**config.mk**
```make
export PLATFORM = sky130hd
export DESIGN_NAME = tgm_mac_opts
export DESIGN_NICKNAME = d
export VERILOG_FILES = /design/src/include/tgm_pkg.sv /design/src/include/tgm_stats_if.sv /design/src/logic/tgm_mac_opts.sv /design/src/logic/tgm_rx_fifo.sv /design/src/logic/tgm_stats_bank.sv
export SDC_FILE = /design/constraint.sdc
export NUM_CORES = 1
export LEC_CHECK = 0
export BUFFER_PORTS_ARGS = -buffer_cell sky130_fd_sc_hd__buf_4
export CORE_MARGIN = 3
export CORE_UTILIZATION = 50
export CTS_BUF_LIST = sky130_fd_sc_hd__clkbuf_16
export CTS_CLUSTER_DIAMETER = 80
export DETAILED_ROUTE_END_ITERATION = 12
export PLACE_DENSITY = 0.8
export SYNTH_ARGS = -nofsm -noshare
export SYNTH_HDL_FRONTEND = slang
export SYNTH_SLANG_ARGS = --single-unit
```
**constraint.sdc**
```tcl
create_clock -name clock -period 2.7 [get_ports clock]
set_clock_uncertainty 0.15 [all_clocks]
set_input_delay 0.135 -clock clock [delete_from_list [all_inputs] [get_ports clock]]
set_output_delay 0.135 -clock clock [all_outputs]
set_load 0.01 [all_outputs]
```
**src/include/tgm_pkg.sv**
```systemverilog
package tgm_pkg;
    // Event order: ok pad vlan control pause mcast bcast err
    // frm fcs short check long, bit 0 first
    localparam int N_EV      = 13;
    localparam int EV_CHECK  = 11;
    localparam int CNT_W     = 16;
    localparam int RXD_W     = 8;
    localparam int RXF_DEPTH = 32;
    localparam int RXF_PW    = 5;
    localparam int PRE_W     = 56;
    localparam int IFG_W     = 6;
    localparam int SEL_W     = 5;

    localparam logic [7:0] A_TX_CFG   = 8'h00;
    localparam logic [7:0] A_RX_CFG   = 8'h04;
    localparam logic [7:0] A_PAUSE    = 8'h08;
    localparam logic [7:0] A_IRQ_ST   = 8'h0C;
    localparam logic [7:0] A_IRQ_MASK = 8'h10;
    localparam logic [7:0] A_SEL      = 8'h14;
    localparam logic [7:0] A_CNT      = 8'h18;

    localparam int TXLB_BIT = 8;
    localparam int GFC_BIT  = 0;
    localparam int RXLB_BIT = 1;
    localparam int SEL_DIR  = 4;

    localparam int N_IRQ     = 3;
    localparam int IRQ_TXLEN = 0;
    localparam int IRQ_RXLEN = 1;
    localparam int IRQ_OVF   = 2;

    localparam logic [IFG_W-1:0] IFG_DEFAULT   = 6'h0C;
    localparam logic [15:0]      PAUSE_INT_RST = 16'h0100;
    localparam logic [15:0]      LT_LEN_MAX    = 16'h05DC;
    localparam logic [15:0]      LEN_OVH       = 16'h0012;
    localparam logic [1:0]       HTRANS_NSEQ   = 2'h2;

    typedef enum logic [1:0] {
        P_IDLE = 2'b01,
        P_HOLD = 2'b10
    } tgm_pause_t;

    // Only a field that carries a length can mismatch
    function automatic logic tgm_lt_bad(
        input logic [15:0] lt,
        input logic [15:0] len
    );
        return (lt <= LT_LEN_MAX) && (lt != 16'(len - LEN_OVH));
    endfunction : tgm_lt_bad
endpackage : tgm_pkg

```
**src/include/tgm_stats_if.sv**
```systemverilog
`timescale 1ns/1ps
interface tgm_stats_if;
    import tgm_pkg::*;
    logic                 pkt_en;
    logic [N_EV-1:0]      ev;
    logic [3:0]           sel;
    logic [CNT_W-1:0]     count;
    modport src  (output pkt_en, output ev, output sel, input count);
    modport bank (input pkt_en, input ev, input sel, output count);
endinterface : tgm_stats_if

```
**src/logic/tgm_mac_opts.sv**
```systemverilog
// Contract
// - Gap 1..48 fixed per packet, default 12 (the 6-bit parameter takes up to 63)
// - Gap zero: sample register field at end
// - Transmit length check only touches statistics and interrupt
// - Receive length check affects data and statistics
// - Loopback exists only when option set
// - Receive FIFO depth 32 entries
// - Custom preamble signals live only when enabled
// - Flow control from pin or register bit
// - Flow control high stops FIFO reads
// - Enabled counter increments on each event
// - Pause mode: off, port, priority, both
// - Timer option repeats pause at interval
// - Packet qualifier pulses once per packet
// - Length error only for mismatching length field
`timescale 1ns/1ps
module tgm_mac_opts #(
    parameter logic [5:0]  TX_IFG_OPT      = tgm_pkg::IFG_DEFAULT,
    parameter logic        TX_CHECK_OPT    = 1'b0,
    parameter logic        RX_CHECK_OPT    = 1'b0,
    parameter logic        TX_LPBK_OPT     = 1'b0,
    parameter logic        RX_LPBK_OPT     = 1'b0,
    parameter logic        RX_PRE_OPT      = 1'b0,
    parameter logic        GFC_SEL_OPT     = 1'b0,
    parameter logic [12:0] TX_CNT_EN_OPT   = 13'h0000,
    parameter logic [12:0] RX_CNT_EN_OPT   = 13'h0000,
    parameter logic [1:0]  PAUSE_TX_OPT    = 2'h0,
    parameter logic        PAUSE_TIMER_OPT = 1'b0
) (
    input wire logic                      clock,
    input wire logic                      reset_n,
    input wire logic                      tx_reset_n,
    input wire logic                      rx_reset_n,
    input wire logic                      hsel,
    input wire logic [31:0]               haddr,
    input wire logic [1:0]                htrans,
    input wire logic                      hwrite,
    input wire logic [2:0]                hsize,
    input wire logic [31:0]               hwdata,
    input wire logic                      hready,
    output logic [31:0]                   hrdata,
    output logic                          hreadyout,
    output logic                          hresp,
    input wire logic                      tx_end_of_packet_in,
    input wire logic [15:0]               tx_pkt_len,
    input wire logic [15:0]               tx_length_type_field,
    input wire logic [12:0]               tx_events,
    output logic [5:0]                    tx_gap_cnt,
    output logic                          tx_gap_busy,
    output logic                          tx_loopback_en,
    input wire logic                      rx_end_of_packet_in,
    input wire logic [15:0]               rx_pkt_len,
    input wire logic [15:0]               rx_length_type_field,
    input wire logic [12:0]               rx_events,
    input wire logic [tgm_pkg::PRE_W-1:0] rx_preamble_in,
    output logic [tgm_pkg::PRE_W-1:0]     rx_preamble,
    output logic                          rx_preamble_valid,
    output logic                          rx_pkt_discard,
    output logic                          rx_loopback_en,
    input wire logic                      rx_fifo_wr_valid,
    input wire logic [tgm_pkg::RXD_W-1:0] rx_fifo_wr_data,
    output logic                          rx_fifo_wr_ready,
    input wire logic                      rx_gfc_pin,
    output logic                          rx_data_valid,
    output logic [tgm_pkg::RXD_W-1:0]     rx_data,
    input wire logic                      tx_port_pause_req,
    input wire logic                      tx_pfc_req,
    output logic                          tx_port_pause_send,
    output logic                          tx_pfc_send,
    output logic                          irq
);
    import tgm_pkg::*;

    typedef struct packed {
        logic [31:0]       hrdata;
        logic              ph_wr;
        logic [7:0]        ph_addr;
        logic [IFG_W-1:0]  ifg_cfg;
        logic              txlb_req;
        logic              gfc_reg;
        logic              rxlb_req;
        logic [15:0]       pause_int;
        logic [N_IRQ-1:0]  irq_st;
        logic [N_IRQ-1:0]  irq_mask;
        logic [SEL_W-1:0]  sel;
        logic [IFG_W-1:0]  gap_cnt;
        logic [IFG_W-1:0]  gap_left;
        logic              gap_busy;
        logic              tx_pkt_en;
        logic [N_EV-1:0]   tx_ev;
        logic              rx_pkt_en;
        logic [N_EV-1:0]   rx_ev;
        logic [PRE_W-1:0]  pre;
        logic              pre_v;
        logic              discard;
        logic              dv;
        logic [RXD_W-1:0]  d;
        logic [2:0]        gsync;
        logic              gfc_pin_q;
        tgm_pause_t        pst;
        logic [15:0]       ptimer;
        logic              port_send;
        logic              pfc_send;
        logic              irq;
    } tgm_top_t;

    tgm_top_t          s_r;
    tgm_top_t          s_nxt;
    tgm_stats_if       tx_st ();
    tgm_stats_if       rx_st ();
    logic              acc;
    logic              gfc_act;
    logic              tx_bad;
    logic              rx_bad;
    logic              f_valid;
    logic [RXD_W-1:0]  f_data;
    logic [1:0]        preq;
    logic [N_IRQ-1:0]  irq_set;

    tgm_stats_bank #(
        .CNT_EN (TX_CNT_EN_OPT)
    ) u_tx_bank (
        .clock       (clock),
        .reset_n     (reset_n),
        .dir_reset_n (tx_reset_n),
        .st          (tx_st)
    );

    tgm_stats_bank #(
        .CNT_EN (RX_CNT_EN_OPT)
    ) u_rx_bank (
        .clock       (clock),
        .reset_n     (reset_n),
        .dir_reset_n (rx_reset_n),
        .st          (rx_st)
    );

    // reads held off by flow control
    tgm_rx_fifo u_rx_fifo (
        .clock    (clock),
        .reset_n  (reset_n),
        .wr_valid (rx_fifo_wr_valid),
        .wr_data  (rx_fifo_wr_data),
        .wr_ready (rx_fifo_wr_ready),
        .rd_ready (!gfc_act),
        .rd_valid (f_valid),
        .rd_data  (f_data)
    );

    assign tx_st.pkt_en = s_r.tx_pkt_en;
    assign tx_st.ev     = s_r.tx_ev;
    assign tx_st.sel    = s_r.sel[3:0];
    assign rx_st.pkt_en = s_r.rx_pkt_en;
    assign rx_st.ev     = s_r.rx_ev;
    assign rx_st.sel    = s_r.sel[3:0];

    assign gfc_act = GFC_SEL_OPT ? s_r.gfc_pin_q : s_r.gfc_reg;
    assign tx_bad = tgm_lt_bad(tx_length_type_field, tx_pkt_len);
    assign rx_bad = tgm_lt_bad(rx_length_type_field, rx_pkt_len);
    assign preq = {tx_pfc_req && PAUSE_TX_OPT[1],
                   tx_port_pause_req && PAUSE_TX_OPT[0]};
    assign acc  = hsel && hready && (htrans == HTRANS_NSEQ);

    //------------------------------------------------------------
    // Next state
    //------------------------------------------------------------
    always_comb
    begin
        s_nxt = s_r;
        irq_set = '0;
        s_nxt.port_send = 1'b0;
        s_nxt.pfc_send = 1'b0;
        s_nxt.tx_pkt_en = 1'b0;
        s_nxt.rx_pkt_en = 1'b0;
        s_nxt.dv = 1'b0;
        s_nxt.pre_v = 1'b0;

        // Register bus: read data ready at the data phase
        s_nxt.ph_wr = acc && hwrite;
        s_nxt.ph_addr = haddr[7:0];
        if (acc && !hwrite)
        begin
            case (haddr[7:0])
                A_TX_CFG:
                    s_nxt.hrdata = 32'({s_r.txlb_req, 2'h0, s_r.ifg_cfg});
                A_RX_CFG:
                    s_nxt.hrdata = 32'({s_r.rxlb_req, s_r.gfc_reg});
                A_PAUSE:    s_nxt.hrdata = 32'(s_r.pause_int);
                A_IRQ_ST:   s_nxt.hrdata = 32'(s_r.irq_st);
                A_IRQ_MASK: s_nxt.hrdata = 32'(s_r.irq_mask);
                A_SEL:      s_nxt.hrdata = 32'(s_r.sel);
                A_CNT:
                    s_nxt.hrdata = 32'(s_r.sel[SEL_DIR] ?
                                       rx_st.count : tx_st.count);
                default:    s_nxt.hrdata = 32'h0000_0000;
            endcase
            if (haddr[7:0] == A_IRQ_ST)
                s_nxt.irq_st = '0;
        end
        if (s_r.ph_wr)
        begin
            case (s_r.ph_addr)
                A_TX_CFG:
                begin
                    s_nxt.ifg_cfg = hwdata[IFG_W-1:0];
                    s_nxt.txlb_req = hwdata[TXLB_BIT];
                end
                A_RX_CFG:
                begin
                    s_nxt.gfc_reg = hwdata[GFC_BIT];
                    s_nxt.rxlb_req = hwdata[RXLB_BIT];
                end
                A_PAUSE:    s_nxt.pause_int = hwdata[15:0];
                A_IRQ_MASK: s_nxt.irq_mask = hwdata[N_IRQ-1:0];
                A_SEL:      s_nxt.sel = hwdata[SEL_W-1:0];
                default:    s_nxt.sel = s_r.sel;
            endcase
        end

        //--------------------------------------------------------
        // Transmit gap and statistics
        //--------------------------------------------------------
        if (s_r.gap_left != '0)
            s_nxt.gap_left = s_r.gap_left - 6'h01;
        if (tx_end_of_packet_in)
        begin
            s_nxt.gap_cnt = (TX_IFG_OPT == '0) ? s_r.ifg_cfg : TX_IFG_OPT;
            s_nxt.gap_left = s_nxt.gap_cnt;
            s_nxt.tx_pkt_en = 1'b1;
            s_nxt.tx_ev = tx_events;
            s_nxt.tx_ev[EV_CHECK] = TX_CHECK_OPT && tx_bad;
            irq_set[IRQ_TXLEN] = TX_CHECK_OPT && tx_bad;
        end
        s_nxt.gap_busy = s_nxt.gap_left != '0;

        //--------------------------------------------------------
        // Receive statistics, discard and preamble
        //--------------------------------------------------------
        if (rx_end_of_packet_in)
        begin
            s_nxt.rx_pkt_en = 1'b1;
            s_nxt.rx_ev = rx_events;
            s_nxt.rx_ev[EV_CHECK] = RX_CHECK_OPT && rx_bad;
            s_nxt.discard = RX_CHECK_OPT && rx_bad;
            irq_set[IRQ_RXLEN] = RX_CHECK_OPT && rx_bad;
            s_nxt.pre = RX_PRE_OPT ? rx_preamble_in : '0;
            s_nxt.pre_v = RX_PRE_OPT;
        end
        if (!gfc_act && f_valid)
        begin
            s_nxt.dv = 1'b1;
            s_nxt.d = f_data;
        end
        irq_set[IRQ_OVF] = rx_fifo_wr_valid && !rx_fifo_wr_ready;

        // Pin glitches shorter than two samples never reach the mux
        s_nxt.gsync = {s_r.gsync[1:0], rx_gfc_pin};
        if (s_r.gsync[1] == s_r.gsync[2])
            s_nxt.gfc_pin_q = s_r.gsync[2];

        //--------------------------------------------------------
        // Pause issue
        //--------------------------------------------------------
        case (s_r.pst)
            P_IDLE:
                if (preq != '0)
                begin
                    s_nxt.port_send = preq[0];
                    s_nxt.pfc_send = preq[1];
                    s_nxt.ptimer = s_r.pause_int;
                    s_nxt.pst = P_HOLD;
                end
            P_HOLD:
                if (preq == '0)
                    s_nxt.pst = P_IDLE;
                else if (PAUSE_TIMER_OPT)
                begin
                    if (s_r.ptimer <= 16'h0001)
                    begin
                        s_nxt.port_send = preq[0];
                        s_nxt.pfc_send = preq[1];
                        s_nxt.ptimer = s_r.pause_int;
                    end
                    else
                        s_nxt.ptimer = s_r.ptimer - 16'h0001;
                end
            default:
                s_nxt.pst = P_IDLE;
        endcase

        // A set in the clearing read cycle survives
        s_nxt.irq_st = s_nxt.irq_st | irq_set;
        s_nxt.irq = (s_nxt.irq_st & s_nxt.irq_mask) != '0;

        if (!reset_n)
        begin
            s_nxt = '0;
            s_nxt.ifg_cfg = IFG_DEFAULT;
            s_nxt.pause_int = PAUSE_INT_RST;
            s_nxt.pst = P_IDLE;
        end
    end

    always_ff @(posedge clock)
        s_r <= s_nxt;

    assign hrdata             = s_r.hrdata;
    assign hreadyout          = 1'b1;
    assign hresp              = 1'b0;
    assign tx_gap_cnt         = s_r.gap_cnt;
    assign tx_gap_busy        = s_r.gap_busy;
    assign tx_loopback_en     = TX_LPBK_OPT && s_r.txlb_req;
    assign rx_loopback_en     = RX_LPBK_OPT && s_r.rxlb_req;
    assign rx_preamble        = s_r.pre;
    assign rx_preamble_valid  = s_r.pre_v;
    assign rx_pkt_discard     = s_r.discard;
    assign rx_data_valid      = s_r.dv;
    assign rx_data            = s_r.d;
    assign tx_port_pause_send = s_r.port_send;
    assign tx_pfc_send        = s_r.pfc_send;
    assign irq                = s_r.irq;

    //------------------------------------------------------------
    // Checks
    //------------------------------------------------------------
    a_gap_fixed: assert property (@(posedge clock) disable iff (!reset_n)
        tx_end_of_packet_in && TX_IFG_OPT != '0
        |=> tx_gap_cnt == TX_IFG_OPT)
        else $error("fixed gap not applied");
    a_gap_dyn: assert property (@(posedge clock) disable iff (!reset_n)
        tx_end_of_packet_in && TX_IFG_OPT == '0
        |=> tx_gap_cnt == $past(s_r.ifg_cfg))
        else $error("dynamic gap not sampled");
    a_tx_check: assert property (@(posedge clock) disable iff (!reset_n)
        tx_end_of_packet_in |=> s_r.tx_pkt_en &&
        s_r.tx_ev[EV_CHECK] == (TX_CHECK_OPT && $past(tx_bad)))
        else $error("tx length check wrong");
    a_rx_drop: assert property (@(posedge clock) disable iff (!reset_n)
        rx_end_of_packet_in
        |=> rx_pkt_discard == (RX_CHECK_OPT && $past(rx_bad)))
        else $error("rx discard wrong");
    a_lpbk_gate: assert property (@(posedge clock) disable iff (!reset_n)
        (tx_loopback_en |-> TX_LPBK_OPT) and
        (rx_loopback_en |-> RX_LPBK_OPT))
        else $error("loopback without option");
    a_pre_off: assert property (@(posedge clock) disable iff (!reset_n)
        !RX_PRE_OPT |-> !rx_preamble_valid && rx_preamble == '0)
        else $error("preamble active while disabled");
    a_gfc_stall: assert property (@(posedge clock) disable iff (!reset_n)
        gfc_act |=> !rx_data_valid)
        else $error("fifo read during flow control");
    a_pause_mode: assert property (@(posedge clock) disable iff (!reset_n)
        (tx_port_pause_send |-> PAUSE_TX_OPT[0]) and
        (tx_pfc_send |-> PAUSE_TX_OPT[1]))
        else $error("pause outside mode");
    a_pause_once: assert property (@(posedge clock) disable iff (!reset_n)
        (tx_port_pause_send || tx_pfc_send) && !PAUSE_TIMER_OPT
        |-> $past(s_r.pst) == P_IDLE)
        else $error("pause repeated without timer");
    a_pkt_pulse: assert property (@(posedge clock) disable iff (!reset_n)
        !tx_end_of_packet_in |=> !s_r.tx_pkt_en)
        else $error("qualifier without packet");

    c_tx_pkt: cover property (@(posedge clock) s_r.tx_pkt_en);
    c_rx_drop: cover property (@(posedge clock) rx_pkt_discard);
    c_gfc: cover property (@(posedge clock) gfc_act && f_valid);
    c_pause: cover property (@(posedge clock) tx_port_pause_send);
endmodule : tgm_mac_opts

```
**src/logic/tgm_rx_fifo.sv**
```systemverilog
`timescale 1ns/1ps
module tgm_rx_fifo (
    input wire logic                     clock,
    input wire logic                     reset_n,
    input wire logic                     wr_valid,
    input wire logic [tgm_pkg::RXD_W-1:0] wr_data,
    output logic                         wr_ready,
    input wire logic                     rd_ready,
    output logic                         rd_valid,
    output logic [tgm_pkg::RXD_W-1:0]    rd_data
);
    import tgm_pkg::*;

    typedef struct packed {
        logic [RXF_DEPTH-1:0][RXD_W-1:0] mem;
        logic [RXF_PW-1:0]               wp;
        logic [RXF_PW-1:0]               rp;
        logic [RXF_PW:0]                 cnt;
        logic                            rdy;
    } tgm_fifo_t;

    tgm_fifo_t s_r;
    tgm_fifo_t s_nxt;
    logic      w;
    logic      r;

    always_comb
    begin
        s_nxt = s_r;
        w = wr_valid && s_r.rdy;
        r = rd_ready && (s_r.cnt != '0);
        if (w)
        begin
            s_nxt.mem[s_r.wp] = wr_data;
            s_nxt.wp = s_r.wp + 5'h01;
        end
        if (r)
            s_nxt.rp = s_r.rp + 5'h01;
        s_nxt.cnt = s_r.cnt + {5'h00, w} - {5'h00, r};
        s_nxt.rdy = (s_nxt.cnt != 6'(RXF_DEPTH));
        if (!reset_n)
        begin
            s_nxt = '0;
            s_nxt.rdy = 1'b1;
        end
    end

    always_ff @(posedge clock)
        s_r <= s_nxt;

    assign wr_ready = s_r.rdy;
    assign rd_valid = (s_r.cnt != '0);
    assign rd_data  = s_r.mem[s_r.rp];

    a_fifo_full: assert property (@(posedge clock) disable iff (!reset_n)
        !s_r.rdy |-> s_r.cnt == 6'(RXF_DEPTH))
        else $error("fifo refused while not full");
endmodule : tgm_rx_fifo

```
**src/logic/tgm_stats_bank.sv**
```systemverilog
`timescale 1ns/1ps
module tgm_stats_bank #(
    parameter logic [tgm_pkg::N_EV-1:0] CNT_EN = 13'h0000
) (
    input wire logic  clock,
    input wire logic  reset_n,
    input wire logic  dir_reset_n,
    tgm_stats_if.bank st
);
    import tgm_pkg::*;

    typedef struct packed {
        logic [N_EV-1:0][CNT_W-1:0] cnt;
    } tgm_bank_t;

    tgm_bank_t s_r;
    tgm_bank_t s_nxt;

    always_comb
    begin
        s_nxt = s_r;
        for (int i = 0; i < N_EV; i++)
        begin
            if (st.pkt_en && st.ev[i] && CNT_EN[i])
                s_nxt.cnt[i] = s_r.cnt[i] + 16'h0001;
        end
        if (!(reset_n && dir_reset_n))
            s_nxt = '0;
    end

    always_ff @(posedge clock)
        s_r <= s_nxt;

    assign st.count = (st.sel < 4'(N_EV)) ? s_r.cnt[st.sel] : '0;

    a_cnt_clear: assert property (@(posedge clock)
        !dir_reset_n |=> s_r == '0)
        else $error("counter bank not cleared");
    a_cnt_hold: assert property (@(posedge clock) disable iff (!reset_n)
        dir_reset_n && !st.pkt_en |=> $stable(s_r))
        else $error("counter moved without packet");
endmodule : tgm_stats_bank

```
Yosys cells after proc, flatten, opt, wreduce, memory -nomap -nowiden
Memory sizes are Yosys's and may differ from the RTL's. A register that Yosys moved wholly into a read port is not among the register bits.
Cells that the tools add are included.

word-level totals
  bits in registers = 371
  memory bits (read-only) = 256
  input bits = 236
  output and inout port bits = 114
  logic and storage cells = 120
  memories = 1

memory list
  memory           words  bits a word  read ports  clocked after Yosys merged registers in  write ports  line                  text
  (no name shown)  16     16           1           1                                        0            tgm_stats_bank.sv:34  assign st.count = (st.sel < 4'(N_EV)) ? s_r.cnt[st.sel] : '0;

cells by class
  $add $sub $neg = 5
  magnitude comparators = 5
  equal/unequal tests = 12
  muxes and demuxes = 18
  bitwise operators = 2
  reductions and logical operators = 21

operator list
  cell                 number
  $bwmux 256           1
  $pmux 16 s7          1
  $bmux 8 s5           1
  $demux 8 s5          1
  $eq 8x5->1 const B   5
  $mux 16              2
  $eq 8x4->1 const B   3
  $mux 8               3
  $reduce_bool 6->1    3
  $eq 8x3->1 const B   2
  $logic_not 8->1      2
  $lt 5x6->1 const B   2
  $mux 6               2
  $add 5x1->5 const B  2
  $mux 3               3
  $mux 9               1
  $logic_and 1x1->1    8
  $mux 4               2
  $reduce_and 2->1     4
  $add 6x1->6          1
  $ne 6x6->1 const B   1
  $sub 6x1->6          1
  $sub 6x1->6 const B  1
  $ge 5x1->1 const B   1
  8 further kinds      10

Depth between registers and ports, before layout
Gate-level depths: netlist of the first run.

  depth after elaboration = 7
  mapped depth = 13
  mapped depth without buffers = 13

Modules after synthesis
Synthesis of the first run repeated with hierarchy kept, for this count alone.

second synthesis, totals
  cells, all modules = 2,086
  area total of the unflattened synthesis = 17,918.4 sq um

by module, submodules not included
  module          instances  cells an instance  area each (sq um)  sequential area each (sq um)
  tgm_rx_fifo     1          1,455              12,280.5           5,465.2
  tgm_mac_opts    1          597                5,390.2            2,102.0
  tgm_stats_bank  2          17                 123.9              0.0

Least setup slack after synthesis of the first run
No wires, ideal clock.

  path kind = register -> register
  from = reg u_rx_fifo.s_r[3] in the netlist's numbering
  to = reg u_rx_fifo.s_r, in the netlist u_rx_fifo.wr_ready
  setup time = 0.129 ns
  arrival time = 2.495 ns
  slack = -0.074 ns
  stages on the path, launching flop included = 14
  path buffers = 0
  cell sequence = dfxtp_1 > inv_1 > ha_1 > a41oi_1 > ha_1 > inv_1 > ha_1 > inv_1 > fa_1 > inv_1 > a21oi_1 > o21bai_1 > xor2_1 > nand3b_1

between the ends
  cells in the longest elaborated chain, start to end = 4
  elaborated cells on any way between the ends = 5

ends and longest elaborated chain
  what                    line               text
  from (decl)             tgm_rx_fifo.sv:22  tgm_fifo_t s_r;
  from (signal assigned)  tgm_rx_fifo.sv:49  s_r <= s_nxt;
  $reduce_bool 6->1       tgm_rx_fifo.sv:31  r = rd_ready && (s_r.cnt != '0);
  $logic_and 1x1->1       tgm_rx_fifo.sv:31
  named net u_rx_fifo.r   tgm_rx_fifo.sv:25  logic r;
  $sub 6x1->6             tgm_rx_fifo.sv:39  s_nxt.cnt = s_r.cnt + {5'h00, w} - {5'h00, r};
  $ne 6x6->1              tgm_rx_fifo.sv:40  s_nxt.rdy = (s_nxt.cnt != 6'(RXF_DEPTH));

The timed path passes the listed nets, and every way through them passes these cells.
A chain may end at the register's enable or synchronous reset.

Worst setup path after layout of the first run
  from = reg u_rx_fifo.s_r[8] in the netlist's numbering
  to = reg s_r, in the netlist rx_data[5]

between the ends
  cells in the longest elaborated chain, start to end = 2

ends and longest elaborated chain
  what                          line                 text
  $bmux 8 s5                    tgm_rx_fifo.sv:53    assign rd_data = s_r.mem[s_r.rp];
  $mux 8 (not written as such)  tgm_rx_fifo.sv:53
  to (signal assigned)          tgm_mac_opts.sv:305  s_r <= s_nxt;
  to (decl)                     tgm_mac_opts.sv:107  tgm_top_t s_r;

Every way passes these cells. The select of a mux whose other input is x is not followed.

==> results of run 1 <==
[worst max-delay path: cells and delay by family, from the launching register on]
kind / cells / cell delay [ns]
AND/OR/NAND/NOR: 1 / 0.54
flip-flops: 1 / 0.57
AO/OA/AOI/OAI: 2 / 0.39
buffers and inverters: 1 / 0.24
multiplexers: 1 / 0.53
[logic make-up (layout without fill, tap and decap cells)]
group	after synthesis	count (layout)	share of synthesized area (%)
other	2	84	0.0444
xor gates and xnor gates	15	15	0.777
DFF	352	352	41.7
buffers and inverters	257	261	8.79
muxes	257	257	18.4
adders and majority gates	16	16	1.23
and+or+nand+nor	549	549	17.2
AOI/OAI and AO/OA	285	285	11.9
[power by group through the flow]
stage	registers, uW	logic (uW)	clock network (uW)
2_1_floorplan	5520	1990	0
3_3_place_gp	5670	2270	0
3_5_place_dp	5670	2330	0
4_1_cts	5560	2380	4830
5_1_grt	5580	2650	5040
6_report	5560	2450	4730
[per-stage QoR]
| step | utilization (%) | setup WS [ns] | hold slack [ns] |
|---|---|---|---|
| 2_1_floorplan | - | 0.136 | 0.0952 |
| 3_3_place_gp | 52.9 | 0.162 | 0.202 |
| 3_5_place_dp | 52.9 | 0.104 | 0.201 |
| 4_1_cts | 57.6 | 0.0858 | 0.00321 |
| 5_1_grt | 57.7 | 0.00791 | 0.0266 |
| 6_report | 57.7 | 0.145 | 0.00806 |
[cell usage after synthesis, types with 6 or more instances]
cell,n
a21boi_0,118
a21boi_1,12
a22o_1,16
a22oi_1,17
and2_1,20
and3_1,6
buf_1,7
buf_2,18
buf_4,114
buf_6,6
clkbuf_1,88
dfxtp_1,352
ha_1,15
inv_1,22
mux2i_1,215
mux4_2,38
nand2_1,183
nand3_1,69
nor2_1,27
nor2_2,6
nor2b_1,182
nor3_1,9
nor4_1,9
o21ai_0,68
o22ai_1,18
o31ai_1,8
xnor2_1,9
xor2_1,6
[area by class of cell]
class	instances	share of cell area, %
multi-input cells	1206	45.9
flip-flops and latches	352	37.1
repair buffers	173	7.76
clock buffers	38	5.00
well taps	442	2.91
clock inverters	28	0.882
inverters	22	0.434
[metal layers]
metal / wire [um] / part of all wire [%] / vias up / global-route usage [%]
met5: 0 / 0 / - / 0
met4: 1240 / 3.1 / 0 / 8.13
met3: 2560 / 6.3 / 99 / 3.34
met2: 19300 / 48 / 470 / 37.3
met1: 17300 / 43 / 6126 / 28.9
li1: - / - / 5927 / -
[state kept, by name (all words and copies together) (netlist names)]
register,flops
u_rx_fifo.s_r,272
s_r,46
hrdata,16
rx_data,8
rx_st.sel,4
gfc_act,1
irq,1
rx_data_valid,1
tx_gap_busy,1
tx_gap_cnt,1
u_rx_fifo.wr_ready,1
[worst min path at each step]
| stage | startpoint | to | slack (ns) | cells past startpoint |
|---|---|---|---|---|
| 2_1_floorplan | tx_end_of_packet_in | tx_gap_cnt[2] | 0.1 | 1 |
| 3_3_place_gp | haddr[7] | s_r[176] | 0.20 | 2 |
| 3_5_place_dp | haddr[5] | s_r[174] | 0.20 | 2 |
| 4_1_cts | rx_fifo_wr_valid | s_r[143] | 0.003 | 4 |
| 5_1_grt | rx_fifo_wr_valid | s_r[143] | 0.03 | 4 |
| 6_report | rx_fifo_wr_valid | s_r[143] | 0.008 | 4 |
[timing repair]
action                                 in CTS  in global routing
setup buffers                               0                  1
gates resized for setup                     0                  5
endpoints found under the hold margin     288                  0
setup endpoints to repair                   0                  3
hold buffers                               44                  0
==> out/qor.txt, run 1 <==
GR Util All Layers = 22.1%
most common cell after layout, fill and taps aside = dfxtp_1
via count = 12622
worst reg-to-reg setup slack = 0.14 ns
Num CTS Buffers = 37
fmax = 391 MHz
slowest CP cell = dfxtp_2
worst setup path class = flop to flop
Site Rows = 66
number of cells after detailed placement = 2150
most frequent cells in the layout = dfxtp_1, mux2i_1, nand2_1
CP startpoint kind = flop
CP endpoint kind = flop
total negative setup slack = 0 ns
Fillers = 2725
multi-input logic area = 0.00872 mm^2
CTS Root Cell = clkbuf_16
Combinational Power Share = 19.2%
Max Root-Sink Buffers = 3
CTS tree = built
Tot Pwr = 12700 uW
clock share of power = 37.1%
Seq/Total Area, Yosys = 41.7%
Mapped Area = 0.0169 mm^2
largest cells by area after synthesis = dfxtp_1, mux2i_1, nor2b_1
nets = 2044
CP endpoint = rx_data[5]
leakage power = 0.00719 uW
slowest cell delay on critical path = 0.57 ns
worst hold-check path type = input pin to flop
Synth Warn # = 0
vias per inst = 5.58
Worst Reg2Reg Path Length in Cells = 5
Data arrival, critical path = 2.81 ns
Mapped Cells = 1733
CP cell instances = buf_4 > mux4_2 > a22o_1 > nor4_1 > o31ai_1
Die Ht = 190 um
Synth top area share = 41.7%
Core ar. = 0.0329 mm^2
fin area = 0.0190 mm^2
Pint = 9120 uW
Slew Viols, Final = 0
count of buffers from port buffering = 70
DRC violations left = 0
worst-margin pin slew = 0.782 ns
Avg Cell Area, Syn = 9.76 um^2
leading area contributor after synthesis = dfxtp_1
initial antenna violation count = 0
Final min period = 2.56 ns
Initial Util = 51.3%
DRT antenna net count = 0
Iter 0 DRT Violations = 1028
Register Area = 0.00705 mm^2
Total Wirelength = 40.4 mm
total grt overflow = 0
Final Hold Fails = 0
Worst-path clk slew = 0.06 ns
Area after DPL = 0.0174 mm^2
Worst IR Drop VDD = 0.498 mV
Reg power frac = 43.6%
Max Cap Viol = 0
RePlAce Congestion = 0.810
number of inserted diodes = 0
predominant post-synthesis flop cell = dfxtp_1
Slew HR = 47.8%
Sink Count = 352
post-DP HPWL = 25.2 mm
first-pass GRT wire length = 65.8 mm
crit path max fanout = 10
DIE WIDTH = 190 um
Sw Share = 28.4%
WP data required = 2.95 ns
# IOs = 350
Post-Layout Cell Count = 2261
ys async rst share = 0%
final setup fails = 0
RR Endpoint = rx_data[5]
pin count of the biggest net entering global routing = 92
crit path from = u_rx_fifo.s_r[8]
Sw Pwr = 3620 uW
crit share post-route = 94.6%
outcome = finished, final reports clean
FF-to-FF Start = u_rx_fifo.s_r[8]
total die area = 0.0361 mm^2
PD cells = 670 mW/mm^2
vias in the first global route = 12682
layout cells sized above 1 = 13.6%
EDFF count, synth = 0
Unique masters post-synth = 65
Clk Latency, worst-skew pair = 0.54 ns
unrepaired setup endpoints after global routing = false
routed len/inst = 17.9 um
htree depth = 2
Seq cells post-synth = 352
area grow syn2layout = 12.3%
Pre-Repair DR Iteration Count = 5
No activity file was read; power rests on OpenSTA's default activity.
==> inputs of run 2 (changes only) <==
--- a/config.mk
+++ b/config.mk
@@ -11,6 +11,7 @@
 export CTS_BUF_LIST = sky130_fd_sc_hd__clkbuf_16
 export CTS_CLUSTER_DIAMETER = 80
 export DETAILED_ROUTE_END_ITERATION = 12
+export GPL_TIMING_DRIVEN = 0
 export PLACE_DENSITY = 0.8
 export SYNTH_ARGS = -nofsm -noshare
 export SYNTH_HDL_FRONTEND = slang
==> out/qor.txt, run 2 (synthesis results as in run 1) <==
CP most frequent cell = buf_6
CP endpoint kind = flop
Final Util = 60.2% (+2.5 points)
GR Util All Layers = 25.5% (+3.4 points)
met1 Usage GRT = 34.0% (+5.2 points)
Core ar. = 0.0329 mm^2 (unchanged)
Final min period = 2.62 ns (+0.0661 ns)
most common cell after layout, fill and taps aside = dfxtp_1
PD cells = 655 mW/mm^2 (-2.3%)
slowest CP cell = nor4_1
DRC violations left = 0 (unchanged)
Clk Latency, worst-skew pair = 0.52 ns (-0.02 ns)
layout cells sized above 1 = 16.5% (+2.9 points)
Worst Reg2Reg Path Length in Cells = 8 (+3)
DIE WIDTH = 190 um (unchanged)
Pre-Repair DR Iteration Count = 5 (unchanged)
CTS tree = built
met3 Usage GRT = 5.14% (+1.8 points)
area grow syn2layout = 17.2%
via count = 13610 (+7.8%)
Sink Count = 352 (unchanged)
worst setup path class = flop to flop
Total Wirelength = 47.4 mm (+17%)
Final Hold Fails = 0 (unchanged)
initial antenna violation count = 0 (unchanged)
worst-margin pin slew = 1.02 ns (+0.239 ns)
# IOs = 350 (unchanged)
Fillers = 2741 (+0.59%)
total die area = 0.0361 mm^2 (unchanged)
count of buffers from port buffering = 69 (-1.4%)
most frequent cells in the layout = dfxtp_1, mux2i_1, buf_4
CP startpoint kind = flop
worst min-delay path startpoint = htrans[0]
DRT antenna net count = 0 (unchanged)
worst reg-to-reg setup slack = 0.08 ns (-0.07 ns)
Num CTS Buffers = 37 (unchanged)
CP cell instances = buf_6 > buf_12 > buf_6 > buf_2 > mux2i_1 > nor2_1 > nor4_1 > o31ai_1
vias per inst = 5.61 (+0.41%)
unrepaired setup endpoints after global routing = false
pin count of the biggest net entering global routing = 14 (-85%)
GR peak layer = met2
Max Root-Sink Buffers = 3 (unchanged)
worst hold-check path type = input pin to flop
FF-to-FF Start = u_rx_fifo.s_r[7]
Die Ht = 190 um (unchanged)
Initial Util = 51.3% (unchanged)
total grt overflow = 0 (unchanged)
WP buf/inv = 4 (+3)
RR Endpoint = rx_data[5]
fmax = 381 MHz (-2.5%)
Slew Viols, Final = 0 (unchanged)
delay-heaviest family, CP = buffers and inverters
M2 GR Usage = 41.6% (+4.2 points)
final setup fails = 0 (unchanged)
Worst-path clk slew = 0.06 ns (about the same)
post-DP HPWL = 33.2 mm (+32%)
Iter 0 DRT Violations = 1510 (+47%)
hold path depth = 5 (+1)
CTS Root Cell = clkbuf_16
routed len/inst = 19.5 um (+9.1%)
first-pass GRT wire length = 73.4 mm (+12%)
crit path max fanout = 10 (unchanged)
Tot Pwr = 13000 uW (+1.9%)
hold path endpoint = s_r[142]
outcome = finished, final reports clean
Data arrival, critical path = 2.86 ns (+0.05 ns)
number of flip-flops under the largest register name = 272 (unchanged)
RePlAce Congestion = 0.922 (+14%)
number of inserted diodes = 0 (unchanged)
crit share post-route = 97.1% (+2.4 points)
Max Cap Viol = 0 (unchanged)
WP data required = 2.94 ns (about the same)
vias in the first global route = 13340 (+5.2%)
Biggest register = u_rx_fifo.s_r
htree depth = 2 (unchanged)
leakage power = 0.00770 uW (+7.2%)
nets = 2214 (+8.3%)
Worst IR Drop VDD = 0.462 mV (-7.3%)
Slew HR = 31.9% (-16 points)
slowest cell delay on critical path = 0.54 ns (-0.03 ns)
Site Rows = 66 (unchanged)
run 2: cell count changes in the layout (fill, tap and decap cells not counted), sizes merged:
cell / change
buf: +88
bufinv: -1
clkbuf: +89
clkinv: -4
dlygate4sd3: -6
inv: +1
run 2: layer usage:
metal	vias up	part of all wire [%]
li1	6268	-
met1	6502	41
met2	723	46
met3	117	9.7
met4	0	3.4
met5	-	0
run 2: cell type report:
cell class,instances,area (um^2),area share (%)
repair buffers,108,906,4.57
clock buffers,39,976,4.92
flip-flops and latches,352,7050,35.5
multi-input cells,1206,8750,44.1
clock inverters,24,111,0.562
well taps,442,553,2.79
inverters,22,82.6,0.417
plain buffers,235,1410,7.09
run 2: worst reg2reg max path: cells and delay by family, from the launching register on:
family | cells | cell delay [ns]
muxes | 1 | 0.23
and+or+nand+nor | 2 | 0.59
AOI/OAI and AO/OA | 1 | 0.15
DFF | 1 | 0.41
buffers and inverters | 4 | 0.96
run 2: per-stage QoR:
| stage | hold WS, ns | TNS, ns | instance area, um^2 | setup WS (ns) | cells |
|---|---|---|---|---|---|
| 2_1_floorplan | 0.0952 | 0 | 17200 | 0.136 | 1815 |
| 4_1_cts | 0.180 | 0 | 19800 | 0.0447 | 2428 |
| 6_report | 0.215 | 0 | 19800 | 0.0787 | 2428 |
| 5_1_grt | 0.224 | 0 | 19800 | 0.00557 | 2428 |
| 3_3_place_gp | 0.201 | -0.408 | 18300 | -0.153 | 2326 |
| 3_5_place_dp | 0.207 | -0.743 | 18300 | -0.313 | 2326 |
run 2: what timing repair did:
| item | 4_1_cts | 5_1_grt |
|---|---|---|
| pin swaps | 1 | 2 |
| setup endpoints to repair | 5 | 6 |
| setup buffers | 1 | 0 |
| hold buffers | 38 | 0 |
| resized for setup | 4 | 7 |
| hold endpoints to repair | 74 | 0 |
run 2: worst max path at each step:
stage | start | end | depth (start not counted)
2_1_floorplan | u_rx_fifo.s_r[3] | u_rx_fifo.wr_ready | 13
3_3_place_gp | u_rx_fifo.s_r[3] | u_rx_fifo.wr_ready | 11
3_5_place_dp | u_rx_fifo.s_r[3] | u_rx_fifo.wr_ready | 11
4_1_cts | u_rx_fifo.s_r[9] | rx_data[0] | 6
5_1_grt | u_rx_fifo.s_r[3] | u_rx_fifo.wr_ready | 11
6_report | u_rx_fifo.s_r[7] | rx_data[5] | 8
run 2: power by group:
group	switching [uW]	internal, uW	leakage [uW]	total, uW
Clock	2080	2600	0.000577	4680
Combinational	1610	1250	0.00428	2860
Sequential	96.8	5340	0.00284	5440
==> inputs of run 3 (changes only) <==
--- a/config.mk
+++ b/config.mk
@@ -9,10 +9,9 @@
 export CORE_MARGIN = 3
 export CORE_UTILIZATION = 50
 export CTS_BUF_LIST = sky130_fd_sc_hd__clkbuf_16
-export CTS_CLUSTER_DIAMETER = 80
 export DETAILED_ROUTE_END_ITERATION = 12
 export GPL_TIMING_DRIVEN = 0
-export PLACE_DENSITY = 0.8
+export PLACE_DENSITY = 0.86
 export SYNTH_ARGS = -nofsm -noshare
 export SYNTH_HDL_FRONTEND = slang
 export SYNTH_SLANG_ARGS = --single-unit
==> out/qor.txt, run 3 (synthesis results as in run 1) <==
Core ar. = 0.0329 mm^2 (unchanged)
routed len/inst = 19.6 um (+0.30%)
CTS tree = built
WP data required = 2.94 ns (about the same)
most frequent cells in the layout = dfxtp_1, mux2i_1, buf_4
Hold Slack = 0.0283 ns (-0.187 ns)
post-DP HPWL = 33.1 mm (-0.31%)
Final min period = 2.73 ns (+0.110 ns)
DRC violations left = 0 (unchanged)
via count = 13826 (+1.6%)
number of cells after detailed placement = 2326 (unchanged)
CTS Root Cell = clkbuf_16
leakage power = 0.00772 uW (+0.22%)
Pre-Repair DR Iteration Count = 6 (+1)
Data arrival, critical path = 2.97 ns (+0.11 ns)
Total Wirelength = 47.5 mm (+0.30%)
Worst-path clk slew = 0.07 ns (about the same)
DRT antenna net count = 0 (unchanged)
crit path max fanout = 10 (unchanged)
fin area = 0.0199 mm^2 (+0.22%)
most common cell after layout, fill and taps aside = dfxtp_1
worst setup path class = flop to flop
layout cells sized above 1 = 17.0% (+0.50 points)
count of buffers from port buffering = 69 (unchanged)
Area after DPL = 0.0183 mm^2 (unchanged)
Max Cap Viol = 0 (unchanged)
# IOs = 350 (unchanged)
final setup fails = 1 (+1)
crit share post-route = 101% (+4.1 points)
RePlAce Congestion = 0.946 (+2.6%)
GR Util All Layers = 25.7% (+0.12 points)
Max Root-Sink Buffers = 3 (unchanged)
setup ws final = -0.0317 ns (-0.110 ns)
fmax = 366 MHz (-4.0%)
vias per inst = 5.69 (+1.6%)
vias in the first global route = 13622 (+2.1%)
Final Hold Fails = 0 (unchanged)
worst-margin pin slew = 1.12 ns (+0.0985 ns)
worst hold-check path type = input pin to flop
CP endpoint kind = flop
Post-Layout Cell Count = 2428 (unchanged)
Biggest register = u_rx_fifo.s_r
nets = 2212 (-0.090%)
Clk Latency, worst-skew pair = 0.52 ns (about the same)
Iter 0 DRT Violations = 1603 (+6.2%)
number of inserted diodes = 0 (unchanged)
htree depth = 2 (unchanged)
PD cells = 666 mW/mm^2 (+1.8%)
Fillers = 2537 (-7.4%)
pin count of the biggest net entering global routing = 15 (+1)
initial antenna violation count = 0 (unchanged)
Num CTS Buffers = 36 (-2.7%)
Site Rows = 66 (unchanged)
Final Util = 60.3% (+0.13 points)
total grt overflow = 0 (unchanged)
CP startpoint kind = flop
Die Ht = 190 um (unchanged)
Sink Count = 352 (unchanged)
number of flip-flops under the largest register name = 272 (unchanged)
Initial Util = 51.3% (unchanged)
first-pass GRT wire length = 74.1 mm (+0.92%)
outcome = finished, violations left
area grow syn2layout = 17.4%
failing checks = negative setup slack
Slew HR = 25.4% (-6.6 points)
Worst IR Drop VDD = 0.456 mV (-1.1%)
Slew Viols, Final = 0 (unchanged)
DIE WIDTH = 190 um (unchanged)
total die area = 0.0361 mm^2 (unchanged)
==> run 3: per-stage QoR <==
| stage | setup TNS, ns | power, uW | setup WS, ns |
|---|---|---|---|
| detailed placement | -0.695 | 8200 | -0.227 |
| global route | -0.0146 | 13700 | -0.0146 |
| global placement | -0.405 | 8110 | -0.164 |
| CTS | 0 | 13100 | 0.0665 |
| floorplan | 0 | 7510 | 0.136 |
| finish | -0.0317 | 13200 | -0.0317 |
==> run 3: final cells by class <==
cell class              count  area, um^2  share of cell area [%]
multi-input cells        1206        8740                    44.0
repair buffers            107         893                    4.50
flip-flops and latches    352        7050                    35.5
clock buffers              37         926                    4.66
inverters                  22        82.6                   0.416
clock inverters            27         220                    1.11
plain buffers             235        1410                    7.07
well taps                 442         553                    2.78
==> run 3: repair_timing <==
action | 4_1_cts | 5_1_grt
setup endpoints to repair | 5 | 3
buffers inserted | 1 | 1
gates resized for setup | 4 | 8
hold buffers | 36 | 0
pin swaps | 1 | 4
hold endpoints to repair | 74 | 0
==> run 3: final timing paths <==
path	slack, ns	to	depth (start not counted)	start
max reg2reg	-0.03	rx_data[2]	6	u_rx_fifo.s_r[9]
max	-0.03	rx_data[2]	6	u_rx_fifo.s_r[9]
min	0.03	s_r[143]	4	rx_fifo_wr_valid
min reg2reg	0.31	s_r[158]	2	s_r[158]
==> run 3: worst max-delay path, stage by stage (launching register included) <==
cell	delay [ns]
dfxtp_1	0.34
buf_4	0.23
buf_2	0.32
mux4_2	0.39
a22o_1	0.29
a2111oi_0	0.76
o31ai_1	0.11
==> run 3: power breakdown <==
part / leakage (uW) / total (uW) / internal, uW / switching, uW
logic: 0.00428 / 2850 / 1250 / 1600
registers: 0.00284 / 5440 / 5340 / 103
clock network: 0.000597 / 4950 / 2860 / 2080
total: 0.00772 / 13200 / 9460 / 3780
==> run 3: metal layers <==
metal | GRT usage, % | wire [um]
met5 | 0 | 0
met3 | 5.09 | 4910
met2 | 41.7 | 21600
met4 | 10.4 | 2110
met1 | 33.6 | 18900
